==> src/hw/synth_regs_pkg.sv <==
/*
 Constants, field layouts and carrier types for the synthesizer control
 register words 2 and 3. Assumes a 32-bit serial word with address in 2:0.
*/
package synth_regs_pkg;
    localparam int WORD_W = 32;
    localparam logic [2:0] ADDR_WORD0 = 3'h0;
    localparam logic [2:0] ADDR_LOOP = 3'h2;
    localparam logic [2:0] ADDR_BAND = 3'h3;
    localparam logic [31:0] LOOP_RESET = 32'h0000_4042;
    localparam logic [31:0] BAND_RESET = 32'h0000_000b;
    localparam int DBUF_BIT = 13;
    localparam int PUMP_HI = 12;
    localparam int PUMP_LO = 9;
    localparam int LDF_BIT = 8;
    localparam int PDP_BIT = 6;
    localparam int TRI_BIT = 4;
    localparam int CCLR_BIT = 3;
    localparam int OSC_HI = 31;
    localparam int OSC_LO = 26;
    localparam int ABS_OFF_BIT = 25;
    localparam int RETUNE_BIT = 24;
    localparam int CDM_HI = 16;
    localparam int CDM_LO = 15;
    localparam int CDIV_HI = 14;
    localparam int CDIV_LO = 3;
    localparam logic [1:0] CDM_OFF = 2'h0;
    localparam logic [1:0] CDM_FAST = 2'h1;
    localparam logic [1:0] CDM_PHASE = 2'h2;
    localparam logic [11:0] CDIV_ZERO = 12'h000;

    typedef struct packed {
        logic double_buffer_enable;
        logic [3:0] pump_current_code;
        logic lock_detect_function_sel;
        logic phase_detector_polarity;
        logic pump_tristate;
        logic counter_clear;
    } loop_cfg_t;

    typedef struct packed {
        logic [5:0] osc_band_sel;
        logic auto_band_select_off;
        logic temp_retune_enable;
        logic [1:0] clk_div_mode;
        logic [11:0] clk_div_value;
    } band_cfg_t;
endpackage

==> src/hw/synth_ctrl_regs_two_three.sv <==
/*
 Register logic for loop config word (2) and band/clock-divider word (3).
 Assumes the serial front end delivers a completed 32-bit word with a
 one-cycle strobe, synchronous to clk_sys.
*/
`timescale 1ns/10ps
module synth_ctrl_regs_two_three (
    // Clock and reset
    input wire logic clk_sys,
    input wire logic reset_n,
    // Completed serial word
    input wire logic word_valid,
    input wire logic [synth_regs_pkg::WORD_W-1:0] word_data,
    // Applied configuration
    output synth_regs_pkg::loop_cfg_t loop_cfg,
    output synth_regs_pkg::band_cfg_t band_cfg,
    output logic [5:0] active_band,
    output logic band_manual,
    output logic clk_div_bad
);
    import synth_regs_pkg::*;

    logic [2:0] addr;
    logic wr_loop;
    logic wr_band;
    logic wr_zero;
    logic [3:0] pump_code_q;
    loop_cfg_t loop_q;
    loop_cfg_t loop_d;
    band_cfg_t band_q;

    assign addr = word_data[2:0];
    assign wr_loop = word_valid && (addr == ADDR_LOOP);
    assign wr_band = word_valid && (addr == ADDR_BAND);
    assign wr_zero = word_valid && (addr == ADDR_WORD0);

    // Word 2 image; its pump field is the staged code
    always_ff @(posedge clk_sys) begin
        if (!reset_n) begin
            loop_q.double_buffer_enable <= LOOP_RESET[DBUF_BIT];
            loop_q.pump_current_code <= LOOP_RESET[PUMP_HI:PUMP_LO];
            loop_q.lock_detect_function_sel <= LOOP_RESET[LDF_BIT];
            loop_q.phase_detector_polarity <= LOOP_RESET[PDP_BIT];
            loop_q.pump_tristate <= LOOP_RESET[TRI_BIT];
            loop_q.counter_clear <= LOOP_RESET[CCLR_BIT];
        end else if (wr_loop) begin
            loop_q.double_buffer_enable <= word_data[DBUF_BIT];
            loop_q.pump_current_code <= word_data[PUMP_HI:PUMP_LO];
            loop_q.lock_detect_function_sel <= word_data[LDF_BIT];
            loop_q.phase_detector_polarity <= word_data[PDP_BIT];
            loop_q.pump_tristate <= word_data[TRI_BIT];
            loop_q.counter_clear <= word_data[CCLR_BIT];
        end
    end

    // Applied pump code: copied from the staged code on a word 0 write
    always_ff @(posedge clk_sys) begin
        if (!reset_n) begin
            pump_code_q <= LOOP_RESET[PUMP_HI:PUMP_LO];
        end else if (wr_zero) begin
            pump_code_q <= loop_q.pump_current_code;
        end
    end

    // Applied word 2 view
    always_comb begin
        loop_d = loop_q;
        loop_d.pump_current_code = pump_code_q;
    end

    // Word 3 fields
    always_ff @(posedge clk_sys) begin
        if (!reset_n) begin
            band_q <= '{osc_band_sel: BAND_RESET[OSC_HI:OSC_LO],
                        auto_band_select_off: BAND_RESET[ABS_OFF_BIT],
                        temp_retune_enable: BAND_RESET[RETUNE_BIT],
                        clk_div_mode: BAND_RESET[CDM_HI:CDM_LO],
                        clk_div_value: BAND_RESET[CDIV_HI:CDIV_LO]};
        end else if (wr_band) begin
            band_q.osc_band_sel <= word_data[OSC_HI:OSC_LO];
            band_q.auto_band_select_off <= word_data[ABS_OFF_BIT];
            band_q.temp_retune_enable <= word_data[RETUNE_BIT];
            band_q.clk_div_mode <= word_data[CDM_HI:CDM_LO];
            band_q.clk_div_value <= word_data[CDIV_HI:CDIV_LO];
        end
    end

    // Applied loop configuration
    always_ff @(posedge clk_sys) begin
        if (!reset_n) begin
            loop_cfg <= '0;
        end else begin
            loop_cfg <= loop_d;
        end
    end

    // Applied band configuration
    always_ff @(posedge clk_sys) begin
        if (!reset_n) begin
            band_cfg <= '0;
        end else begin
            band_cfg <= band_q;
        end
    end

    // Manual band flag
    always_ff @(posedge clk_sys) begin
        if (!reset_n) begin
            band_manual <= 1'b0;
        end else begin
            band_manual <= band_q.auto_band_select_off;
        end
    end

    // Band in use while automatic selection is off
    always_ff @(posedge clk_sys) begin
        if (!reset_n) begin
            active_band <= '0;
        end else begin
            active_band <= band_q.auto_band_select_off ? band_q.osc_band_sel : '0;
        end
    end

    // Divider mode set with a zero ratio
    always_ff @(posedge clk_sys) begin
        if (!reset_n) begin
            clk_div_bad <= 1'b0;
        end else begin
            clk_div_bad <= (band_q.clk_div_mode != CDM_OFF)
                && (band_q.clk_div_value == CDIV_ZERO);
        end
    end

    // Word 2 checks, followed by three word 3 checks
    a_pump_waits_zero: assert property (@(posedge clk_sys) disable iff (!reset_n)
        !$past(wr_zero) |-> $stable(pump_code_q))
        else $error("pump code changed without word 0 write");
    a_pump_takes_pend: assert property (@(posedge clk_sys) disable iff (!reset_n)
        wr_zero |=> pump_code_q == $past(loop_q.pump_current_code))
        else $error("pump code not taken on word 0");
    a_stage_pump_code: assert property (@(posedge clk_sys) disable iff (!reset_n)
        wr_loop |=> loop_q.pump_current_code == $past(word_data[PUMP_HI:PUMP_LO]))
        else $error("pump code not staged");
    a_loop_ldf_store: assert property (@(posedge clk_sys) disable iff (!reset_n)
        wr_loop |=> loop_q.lock_detect_function_sel == $past(word_data[LDF_BIT]))
        else $error("lock detect select not stored");
    a_dbuf_hold_idle: assert property (@(posedge clk_sys) disable iff (!reset_n)
        !wr_loop |=> $stable(loop_q))
        else $error("word 2 image changed without its address");
    a_loop_out_follow: assert property (@(posedge clk_sys) disable iff (!reset_n)
        $past(reset_n) |-> loop_cfg == $past(loop_d))
        else $error("loop output does not follow applied fields");
    a_loop_write_ldf: assert property (@(posedge clk_sys) disable iff (!reset_n)
        wr_loop |-> ##2 loop_cfg.lock_detect_function_sel == $past(word_data[LDF_BIT], 2))
        else $error("lock detect select not applied");
    a_loop_write_pdp: assert property (@(posedge clk_sys) disable iff (!reset_n)
        wr_loop |=> loop_q.phase_detector_polarity == $past(word_data[PDP_BIT]))
        else $error("polarity not stored");
    a_tri_clear_dbuf: assert property (@(posedge clk_sys) disable iff (!reset_n)
        wr_loop |=> loop_q.pump_tristate == $past(word_data[TRI_BIT])
            && loop_q.counter_clear == $past(word_data[CCLR_BIT])
            && loop_q.double_buffer_enable == $past(word_data[DBUF_BIT]))
        else $error("loop control bits not stored");
    a_loop_hold_other: assert property (@(posedge clk_sys) disable iff (!reset_n)
        !wr_loop |=> $stable(loop_q.counter_clear))
        else $error("counter clear changed without word 2 write");
    a_band_manual_sel: assert property (@(posedge clk_sys) disable iff (!reset_n)
        band_manual |-> active_band == $past(band_q.osc_band_sel))
        else $error("manual band not applied");
    a_band_write_store: assert property (@(posedge clk_sys) disable iff (!reset_n)
        wr_band |=> band_q.clk_div_value == $past(word_data[CDIV_HI:CDIV_LO])
            && band_q.clk_div_mode == $past(word_data[CDM_HI:CDM_LO])
            && band_q.temp_retune_enable == $past(word_data[RETUNE_BIT]))
        else $error("word 3 fields not stored");
    a_band_hold_idle: assert property (@(posedge clk_sys) disable iff (!reset_n)
        !wr_band |=> $stable(band_q))
        else $error("word 3 changed without its address");

    // Word 3 checks
    a_band_osc_store: assert property (@(posedge clk_sys) disable iff (!reset_n)
        wr_band |=> band_q.osc_band_sel == $past(word_data[OSC_HI:OSC_LO])
            && band_q.auto_band_select_off == $past(word_data[ABS_OFF_BIT]))
        else $error("band select fields not stored");
    a_band_auto_zero: assert property (@(posedge clk_sys) disable iff (!reset_n)
        !band_manual |-> active_band == '0)
        else $error("band shown while automatic selection is on");
    a_band_flag_follow: assert property (@(posedge clk_sys) disable iff (!reset_n)
        $past(reset_n) |-> band_manual == $past(band_q.auto_band_select_off))
        else $error("manual band flag wrong");
    a_band_out_follow: assert property (@(posedge clk_sys) disable iff (!reset_n)
        $past(reset_n) |-> band_cfg == $past(band_q))
        else $error("band output does not follow stored word");
    a_div_mode_store: assert property (@(posedge clk_sys) disable iff (!reset_n)
        wr_band |=> band_q.clk_div_mode == $past(word_data[CDM_HI:CDM_LO]))
        else $error("divider mode not stored");
    a_div_zero_flag: assert property (@(posedge clk_sys) disable iff (!reset_n)
        $past(reset_n) |-> clk_div_bad == $past((band_q.clk_div_mode != CDM_OFF)
            && (band_q.clk_div_value == CDIV_ZERO)))
        else $error("divider zero flag wrong");
endmodule

==> config.mk <==
export PLATFORM = sky130hd
export DESIGN_NAME = synth_ctrl_regs_two_three
export DESIGN_NICKNAME = d
export VERILOG_FILES = /design/src/hw/synth_regs_pkg.sv /design/src/hw/synth_ctrl_regs_two_three.sv
export SDC_FILE = /design/constraint.sdc
export NUM_CORES = 1
export LEC_CHECK = 0
export BUFFER_PORTS_ARGS = -buffer_cell sky130_fd_sc_hd__buf_2
export CAP_MARGIN = 20
export CORE_UTILIZATION = 35
export CTS_BUF_LIST = sky130_fd_sc_hd__clkbuf_4 sky130_fd_sc_hd__clkbuf_8
export DETAILED_ROUTE_END_ITERATION = 6
export MAX_ROUTING_LAYER = met4
export PLACE_DENSITY = 0.69
export SETUP_SLACK_MARGIN = 0.5
export SLEW_MARGIN = 5
export SYNTH_ARGS = -nofsm -noshare
export SYNTH_HDL_FRONTEND = slang
export SYNTH_SLANG_ARGS = --single-unit
==> constraint.sdc <==
create_clock -name clk_sys -period 1.2 [get_ports clk_sys]
set_clock_uncertainty 0.1 [all_clocks]
set_input_delay 0.06 -clock clk_sys [delete_from_list [all_inputs] [get_ports clk_sys]]
set_output_delay 0.06 -clock clk_sys [all_outputs]
set_load 0.05 [all_outputs]
==> metrics.md, run 1 <==
| Metric | Value |
|---|---|
| Result of the run | `finished with violations` |
| Violations in the final reports | `DRC, hold timing` |
| Via count normalized by instance count | `4.317` |
| Post-synthesis sequential area ratio | `61.44%` |
| Final HPWL from detailed placement | `2910 um` |
| Starting density of the core | `36.83%` |
| Total number of yosys warnings | `0` |
| Final-report hold violation count | `17` |
| Final period demand of the worst path | `1.015 ns` |
| Highest Clock Rate | `985.2 MHz` |
| Die Wd | `84.44 um` |
| Number of antenna violations at the first check in global routing | `0` |
| Ratio of total power to cell area | `1316 mW/mm2` |
| Number of enable flip-flop cells after synthesis | `0` |
| CTS tree | `built` |
| Remaining global-route overflow | `0` |
| Antenna cell count | `0` |
| Finished layout cell area | `0.003732 mm2` |
| Share of cells above drive strength 1 | `51.88%` |
| Worst rel slew slack | `84.85%` |
| Routed Antenna Nets | `0` |
| Worst hold path type | `in2reg` |
| Most numerous cell types in the synthesized netlist | `73 x dfxtp_1, 55 x nand2_1, 35 x mux2i_1, 29 x inv_1` |
| Max-Cap Viols | `0` |
| Number of sinks handled by clock tree synthesis | `73` |
| TNS Setup | `0 ns` |
| Most frequent cell after synthesis | `dfxtp_1` |
| Hold path cells | `3` |
| Stages on worst setup path | `1` |
| Setup Viol. Count Final | `0` |
| Worst Hold Margin | `-0.1203 ns` |
| Worst IR drop on VDD | `0.7608 mV` |
| Post-synth top flop | `dfxtp_1` |
| Full die area | `0.007129 mm2` |
| CP Max Fanout | `2` |
| Placement Cell Area | `0.002839 mm2` |
| Slew @ Worst Pin | `0.2253 ns` |
| Die span in y | `84.44 um` |
| Standard cell with the maximum stage delay on the critical path | `dfxtp_4` |
| Cell count of the worst reg-to-reg path | `2` |
| Share of the clock period used by the worst path after layout | `84.59%` |
| Area of the core region | `0.006459 mm2` |
| Routability congestion estimate from global placement | `0.6741` |
| Largest cells by area after synthesis | `dfxtp_1 61%, mux2i_1 15%, nand2_1 8.7%, inv_1 4.6%, buf_12 1.7%` |
| Number of instances in the placed design | `359` |
| Worst path required time | `1.04 ns` |
| Routed via count | `1714` |
| Via count of the first global-routing pass | `1674` |
| Largest delay contributor family on the critical path | `flip-flops` |
| List of cells traversed by the critical path | `buf_8` |
| IO Pins | `74` |
| Setup repair after global routing missed its margin | `true` |
| Syn Nets | `258` |
| Source-to-sink clock delay at the later pin of the worst-skew pair | `0.34 ns` |
| Type of element launching the critical path | `flip-flop` |
| Standby leakage power | `1.783 nW` |
| Total length of routed wires | `4911 um` |
| Nature of the critical path endpoint | `output port` |
| Layout Nets | `350` |
| Largest net degree at the start of global routing | `34` |
| GRT Overall Usage | `15.34%` |
| Synth async-reset ratio | `0%` |
| Number of distinct library cells after synthesis | `17` |
| TritonCTS buffer count | `9` |
| Hold buffers post-CTS | `15` |
| Cell area after synthesis | `0.002379 mm2` |
| First-pass GRT wire length | `7935 um` |
| Worst EP arrival | `0.86 ns` |
| H-tree level count | `3` |
| Iteration-0 DRC count of the detailed router | `46` |
| Longest individual stage delay on the worst path | `0.37 ns` |
| Total power draw | `0.004914 W` |
| Top cell type's share of synthesized area | `61.44%` |
| Worst setup path category | `reg2out` |
| Cell taking the most area after synthesis | `dfxtp_1` |
| Clock tree buffer depth | `2` |
| Clock transition at the registers of the reported paths | `0.07 ns` |
| Post-detailed-route wirelength per cell | `12.37 um` |
| Flip-flop and latch count after synthesis | `73` |
| Layout Utilization | `57.79%` |
| Post-synthesis average cell area | `10.67 um2` |
| Post-detailed-route DRC marker count | `3` |
| IO buf count | `66` |
| Final Non-Filler Cells | `397` |
| Number of max-slew violations in the final report | `0` |
| Clock root buffer | `clkbuf_8` |
| Layout overhead on the synthesized area | `56.92%` |
| Number of detailed-routing iterations run before antenna repair | `7` |
| Total buffers and inverters traversed by the critical path | `1` |
| Number of rows in the core area | `29` |
| Post-Synthesis Cells | `223` |
==> final timing paths <==
kind,start,endpoint,slack (ns)
worst min register to register,pump_code_q[3],loop_cfg[7],0.33
worst min-delay path,word_data[3],loop_d[0],-0.12
worst max register to register,band_q[10],clk_div_bad,0.22
worst max-delay path,band_manual,band_manual,0.18
==> per-layer routing <==
metal,vias up,GRT usage (%),routed length (um)
li1,879,-,-
met1,782,18.21,2254
met2,45,23.92,2340
met3,8,3.638,200
met4,0,8.783,115
met5,-,-,0
==> per-stage QoR <==
step,setup slack (ns),hold WS (ns)
after global placement,0.09256,0.2118
after global routing,0.1571,-0.1329
after CTS,0.1745,-0.1402
after detailed placement,0.08559,0.2161
final,0.1849,-0.1203
after floorplan,0.3087,0.09339
==> state kept, by name, summed over array words and instances (netlist names) <==
| name | cells |
|---|---|
| clk_div_bad | 1 |
| active_band | 6 |
| loop_d | 5 |
| loop_cfg | 9 |
| loop_q | 4 |
| band_manual | 1 |
| pump_code_q | 4 |
| band_q | 22 |
| band_cfg | 21 |
==> cell families (layout without fill, tap and decap cells) <==
family	after synthesis	after routing	share of synthesized area, %
AOI/OAI and AO/OA	1	1	0.4734
and+or+nand+nor	73	73	14.57
buffers and inverters	41	138	8.784
muxes	35	35	14.73
DFF	73	73	61.44
==> cell type report <==
cell class              count  area (um2)
well taps                  77       96.34
inverters                  29       108.9
multi-input cells         109       782.0
fillers                   541        2726
clock buffers               9       123.9
clock inverters             7       95.09
repair buffers             93       994.7
flip-flops and latches     73        1531
==> placed cells by master (no fill, tap or decap), types with 3 or more instances in the layout <==
master         count
and3_4             4
clkbuf_8           9
buf_2             26
buf_8             14
dfxtp_1           21
mux2i_1           35
inv_1             28
dfxtp_2           50
buf_16             3
dlygate4sd3_1     15
buf_6             29
buf_12             4
nor2b_1            4
nand2_1           46
nand2_2            9
==> report_power, final <==
part	internal (W)	switching [W]	leakage, nW
clock	0.00117	0.000898	0.109
sequential	0.00246	0.0000224	0.615
combinational	0.000190	0.000177	1.06
==> timing repair <==
item	in CTS	in global routing
endpoints found under the setup margin	70	83
buffers inserted	4	0
gates cloned	3	0
resized for setup	108	29
hold endpoints to repair	33	16
pin swaps	4	2
(Power assumes the default switching activity.)
==> run 2: changes to the inputs <==
Settings changed: PLACE_DENSITY 0.69 to 0.71.
Clock period 1.2 ns to 0.9 ns, I/O delays scaled along.
==> metrics.md, run 2 (synthesized netlist as in run 1, its figures left out) <==
| Metric | Value |
|---|---|
| Final-report hold violation count | `33` |
| Worst hold path type | `in2reg` |
| Die span in y | `84.44 um` |
| Routed via count | `1730` |
| Layout overhead on the synthesized area | `65.44%` |
| Setup Viol. Count Final | `40` |
| Most used cells in the layout excluding fill and tap cells | `40 x dfxtp_4, 39 x buf_8, 35 x mux2i_1` |
| Die Wd | `84.44 um` |
| IO buf count | `66` |
| Number of max-slew violations in the final report | `0` |
| Max FFs per register | `22` |
| Number of instances in the placed design | `369` |
| Clock tree buffer depth | `2` |
| Final period demand of the worst path | `1.006 ns` |
| Most common library cell in the layout ignoring fill and taps | `dfxtp_4` |
| Number of antenna violations at the first check in global routing | `0` |
| CP Max Fanout | `2` |
| Layout Utilization | `60.93%` |
| Max-Cap Viols | `0` |
| Routability congestion estimate from global placement | `0.6940` |
| Worst setup path category | `reg2reg` |
| Slew @ Worst Pin | `0.2444 ns` |
| Regs by FF count | `band_q x22, band_cfg x21, loop_cfg x9` |
| Largest net degree at the start of global routing | `31` |
| IO Pins | `74` |
| Part of the power in registers | `46.1%` |
| Starting density of the core | `36.83%` |
| Worst setup margin | `-0.1058 ns` |
| Number of rows in the core area | `29` |
| Violations in the final reports | `DRC, hold timing, setup timing` |
| Placement Cell Area | `0.003044 mm2` |
| Share of the clock period used by the worst path after layout | `111.8%` |
| Number of sinks handled by clock tree synthesis | `73` |
| Source-to-sink clock delay at the later pin of the worst-skew pair | `0.33 ns` |
| Iteration-0 DRC count of the detailed router | `23` |
| Worst EP arrival | `1.19 ns` |
| Worst IR drop on VDD | `0.9570 mV` |
| Worst rel slew slack | `83.59%` |
| Result of the run | `finished with violations` |
| Internal power component | `0.005542 W` |
| Ratio of total power to cell area | `1772 mW/mm2` |
| TNS Setup | `-2.642 ns` |
| P_sw | `0.001429 W` |
| Via count normalized by instance count | `4.459` |
| Standby leakage power | `1.817 nW` |
| Setup repair after global routing missed its margin | `true` |
| Antenna cell count | `0` |
| CTS tree | `built` |
| Comb power frac | `6.7%` |
| Routed Antenna Nets | `0` |
| Final Non-Filler Cells | `388` |
| Full die area | `0.007129 mm2` |
| First-pass GRT wire length | `8107 um` |
| Number of detailed-routing iterations run before antenna repair | `7` |
| Area of the core region | `0.006459 mm2` |
| TritonCTS buffer count | `9` |
| Highest Clock Rate | `994.3 MHz` |
| Nature of the critical path endpoint | `flip-flop` |
| Remaining global-route overflow | `0` |
| Layout Nets | `341` |
| Via count of the first global-routing pass | `1778` |
| Total length of routed wires | `4784 um` |
| Post-detailed-route wirelength per cell | `12.33 um` |
| Register name with the most flops | `band_q` |
| Switching share of power | `20.50%` |
| Clock root buffer | `clkbuf_8` |
| Clock transition at the registers of the reported paths | `0.07 ns` |
| Finished layout cell area | `0.003935 mm2` |
| H-tree level count | `3` |
| Worst Hold Margin | `-0.1587 ns` |
| Share of power burned in the clock network | `47.2%` |
| Final HPWL from detailed placement | `3137 um` |
| Post-detailed-route DRC marker count | `2` |
| Share of cells above drive strength 1 | `76.21%` |
| Worst path required time | `1.08 ns` |
| GRT Overall Usage | `15.25%` |
| Type of element launching the critical path | `flip-flop` |
[run 2: metal layers]
layer | vias to the layer above | global-route usage, % | wire length (um)
li1 | 864 | - | -
met1 | 800 | 16.89 | 1959
met2 | 56 | 24.74 | 2384
met3 | 10 | 5.703 | 340
met4 | 0 | 6.471 | 99
met5 | - | - | 0
[run 2: cell type report]
class	instances	area, um2
tap	77	96.34
multi-input combinational	109	888.4
clock buffer	10	131.4
inverter	29	108.9
sequential	73	1648
fill	518	2524
clock inverter	6	130.1
timing repair buffer	84	932.1
[run 2: what timing repair did]
item / in CTS / in global routing
pin swaps: 8 / 6
hold endpoints to repair: 33 / 33
resized for setup: 174 / 40
setup endpoints to repair: 112 / 112
buffers inserted: 3 / 0
[run 2: critical path: stages (launching register included)]
cell and delay, ns:
dfxtp_2 0.34, nor4_4 0.30, o2111a_1 0.21
[run 2: metrics by stage]
step,worst slack (ns),total power (W),hold WS (ns)
floorplan,0.008703,0.003549,0.07788
global placement,-0.1914,0.003652,0.1941
detailed placement,-0.2471,0.003659,0.2040
CTS,-0.1166,0.007037,-0.1689
global route,-0.1572,0.007270,-0.1642
finish,-0.1058,0.006971,-0.1587
[run 2: final timing paths]
path                            slack [ns]  depth (start not counted)     endpoint         start
worst max-delay path                 -0.11                          2  clk_div_bad     band_q[0]
worst min-delay path                 -0.16                          3    band_q[2]  word_data[5]
worst max register to register       -0.11                          2  clk_div_bad     band_q[0]
worst min register to register        0.34                          2  loop_cfg[3]     loop_d[3]
[run 2: power groups by stage]
| stage | clock, W | combinational [W] | sequential (W) |
|---|---|---|---|
| 4_1_cts | 0.00337 | 0.000448 | 0.00321 |
| 5_1_grt | 0.00355 | 0.000498 | 0.00322 |
| 3_3_place_gp | 0 | 0.000375 | 0.00328 |
| 3_5_place_dp | 0 | 0.000381 | 0.00328 |
| 2_1_floorplan | 0 | 0.000201 | 0.00335 |
| 6_report | 0.00329 | 0.000465 | 0.00321 |
==> run 3: changes to the inputs <==
Settings changed: CORE_UTILIZATION 35 to 30, PLACE_DENSITY 0.71 to 0.64.
==> metrics.md, run 3 (synthesized netlist as in run 1, its figures left out) <==
| Metric | Value |
|---|---|
| Regs by FF count | `band_q x22, band_cfg x21, loop_cfg x9` |
| Antenna cell count | `0` |
| Via count normalized by instance count | `4.207` |
| Area of the core region | `0.007687 mm2` |
| Source-to-sink clock delay at the later pin of the worst-skew pair | `0.34 ns` |
| H-tree level count | `3` |
| Highest Clock Rate | `974.3 MHz` |
| Setup Viol. Count Final | `40` |
| Number of rows in the core area | `32` |
| Die Wd | `91.04 um` |
| Starting density of the core | `30.94%` |
| Total length of routed wires | `5385 um` |
| Post-detailed-route DRC marker count | `0` |
| Max-Cap Viols | `0` |
| Total buffers and inverters traversed by the critical path | `0` |
| Number of antenna violations at the first check in global routing | `0` |
| Longest individual stage delay on the worst path | `0.34 ns` |
| Total power draw | `0.006251 W` |
| Clock tree buffer depth | `2` |
| Share of cells above drive strength 1 | `79.01%` |
| Number of detailed-routing iterations run before antenna repair | `3` |
| Violations in the final reports | `hold timing, setup timing` |
| Finished layout cell area | `0.004151 mm2` |
| Final HPWL from detailed placement | `3124 um` |
| List of cells traversed by the critical path | `nor4_4 -> o2111a_1` |
| Number of sinks handled by clock tree synthesis | `73` |
| Area of the multi-input gates | `912.1 um2` |
| Worst Hold Margin | `-0.1660 ns` |
| TNS Setup | `-2.928 ns` |
| Standard cell with the maximum stage delay on the critical path | `dfxtp_2` |
| Largest net degree at the start of global routing | `36` |
| Post-detailed-route wirelength per cell | `12.64 um` |
| Largest delay contributor family on the critical path | `flip-flops` |
| Clock root buffer | `clkbuf_8` |
| Routed via count | `1792` |
| Placement Cell Area | `0.003126 mm2` |
| Worst path required time | `1.08 ns` |
| Clock transition at the registers of the reported paths | `0.08 ns` |
| Iteration-0 DRC count of the detailed router | `30` |
| Register name with the most flops | `band_q` |
| Worst IR drop on VDD | `0.8641 mV` |
| Standby leakage power | `1.898 nW` |
| Worst hold path type | `in2reg` |
| Worst setup margin | `-0.1264 ns` |
| Worst setup path category | `reg2reg` |
| Result of the run | `finished with violations` |
| Final period demand of the worst path | `1.026 ns` |
| IO Pins | `74` |
| Remaining global-route overflow | `0` |
| IO buf count | `66` |
| Most used cells in the layout excluding fill and tap cells | `39 x dfxtp_4, 38 x buf_8, 35 x mux2i_1` |
| Share of the clock period used by the worst path after layout | `114.0%` |
| Layout overhead on the synthesized area | `74.54%` |
| CP Max Fanout | `2` |
| Worst rel slew slack | `82.35%` |
| Pre-CTS setup slack | `-0.2251 ns` |
| Max FFs per register | `22` |
| Ratio of total power to cell area | `1506 mW/mm2` |
| Count of filler cells inserted in the layout | `677` |
| Number of max-slew violations in the final report | `0` |
| Setup repair after global routing missed its margin | `true` |
| TritonCTS buffer count | `9` |
| First-pass GRT wire length | `8694 um` |
| Worst EP arrival | `1.21 ns` |
| Via count of the first global-routing pass | `1854` |
| Sequential cell area in the final layout | `0.001649 mm2` |
| Type of element launching the critical path | `flip-flop` |
| Most common library cell in the layout ignoring fill and taps | `dfxtp_4` |
| Routability congestion estimate from global placement | `0.6712` |
| Die span in y | `91.04 um` |
| Slew @ Worst Pin | `0.2627 ns` |
| Nature of the critical path endpoint | `flip-flop` |
| Routed Antenna Nets | `0` |
| CTS tree | `built` |
| GRT Overall Usage | `14.12%` |
| Layout Nets | `354` |
| Final-report hold violation count | `31` |
| Full die area | `0.008288 mm2` |
==> run 3: cell count changes in the layout (fill, tap and decap cells not counted), moves of 2 or more <==
cell	previous run	this run
buf_12	2	8
dfxtp_1	4	1
inv_1	6	2
nand2_4	7	9
buf_6	13	16
inv_2	23	27
buf_16	0	3
nand2_1	25	23
bufinv_16	4	1
dfxtp_2	29	33
==> run 3: worst register-to-register path, delay by kind of cell (launching register included) <==
family	cells	cell delay, ns
compound gates	1	0.21
simple gates	1	0.32
flops	1	0.34
==> run 3: cell type report <==
cell class | count | share of cell area, %
Sequential cell | 73 | 39.72
Timing Repair Buffer | 96 | 27.97
Multi-Input combinational cell | 110 | 21.97
Tap cell | 102 | 3.074
Clock buffer | 9 | 2.984
Inverter | 29 | 2.622
Clock inverter | 7 | 1.658
==> run 3: power breakdown <==
group          switching (W)  leakage, nW  internal [W]  total (W)
clock                0.00122       0.0970       0.00127    0.00249
combinational       0.000268         1.17      0.000272   0.000540
sequential         0.0000351        0.635       0.00318    0.00322
total                0.00152         1.90       0.00473    0.00625
==> run 3: final timing paths <==
kind	slack, ns	cells past startpoint	end	from
hold / removal	-0.17	3	band_q[11]	word_data[14]
setup / recovery	-0.13	2	clk_div_bad	band_q[5]
setup reg to reg	-0.13	2	clk_div_bad	band_q[5]
hold reg to reg	0.34	2	band_cfg[21]	band_q[21]
==> run 3: through the flow <==
step | hold slack (ns) | cells | util (%)
floorplan | 0.07788 | 223 | -
global placement | 0.1942 | 399 | 40.66
detailed placement | 0.1978 | 399 | 40.66
CTS | -0.1775 | 424 | 52.52
global route | -0.1873 | 426 | 54.00
finish | -0.1660 | 426 | 54.00
==> run 3: per-layer routing <==
layer | part of all wire (%) | routed length [um] | GRT usage [%] | vias up
met5 | 0 | 0 | - | -
met4 | 0.89 | 48 | 3.968 | 0
met3 | 5.0 | 270 | 5.109 | 6
met2 | 51 | 2742 | 23.36 | 47
met1 | 43 | 2324 | 16.10 | 844
li1 | - | - | - | 895
==> run 3: what timing repair did <==
item	CTS	global route
pin swaps	8	7
setup endpoints to repair	112	112
cloned	3	1
hold endpoints to repair	31	31
buffers inserted	6	1
resized for setup	185	43
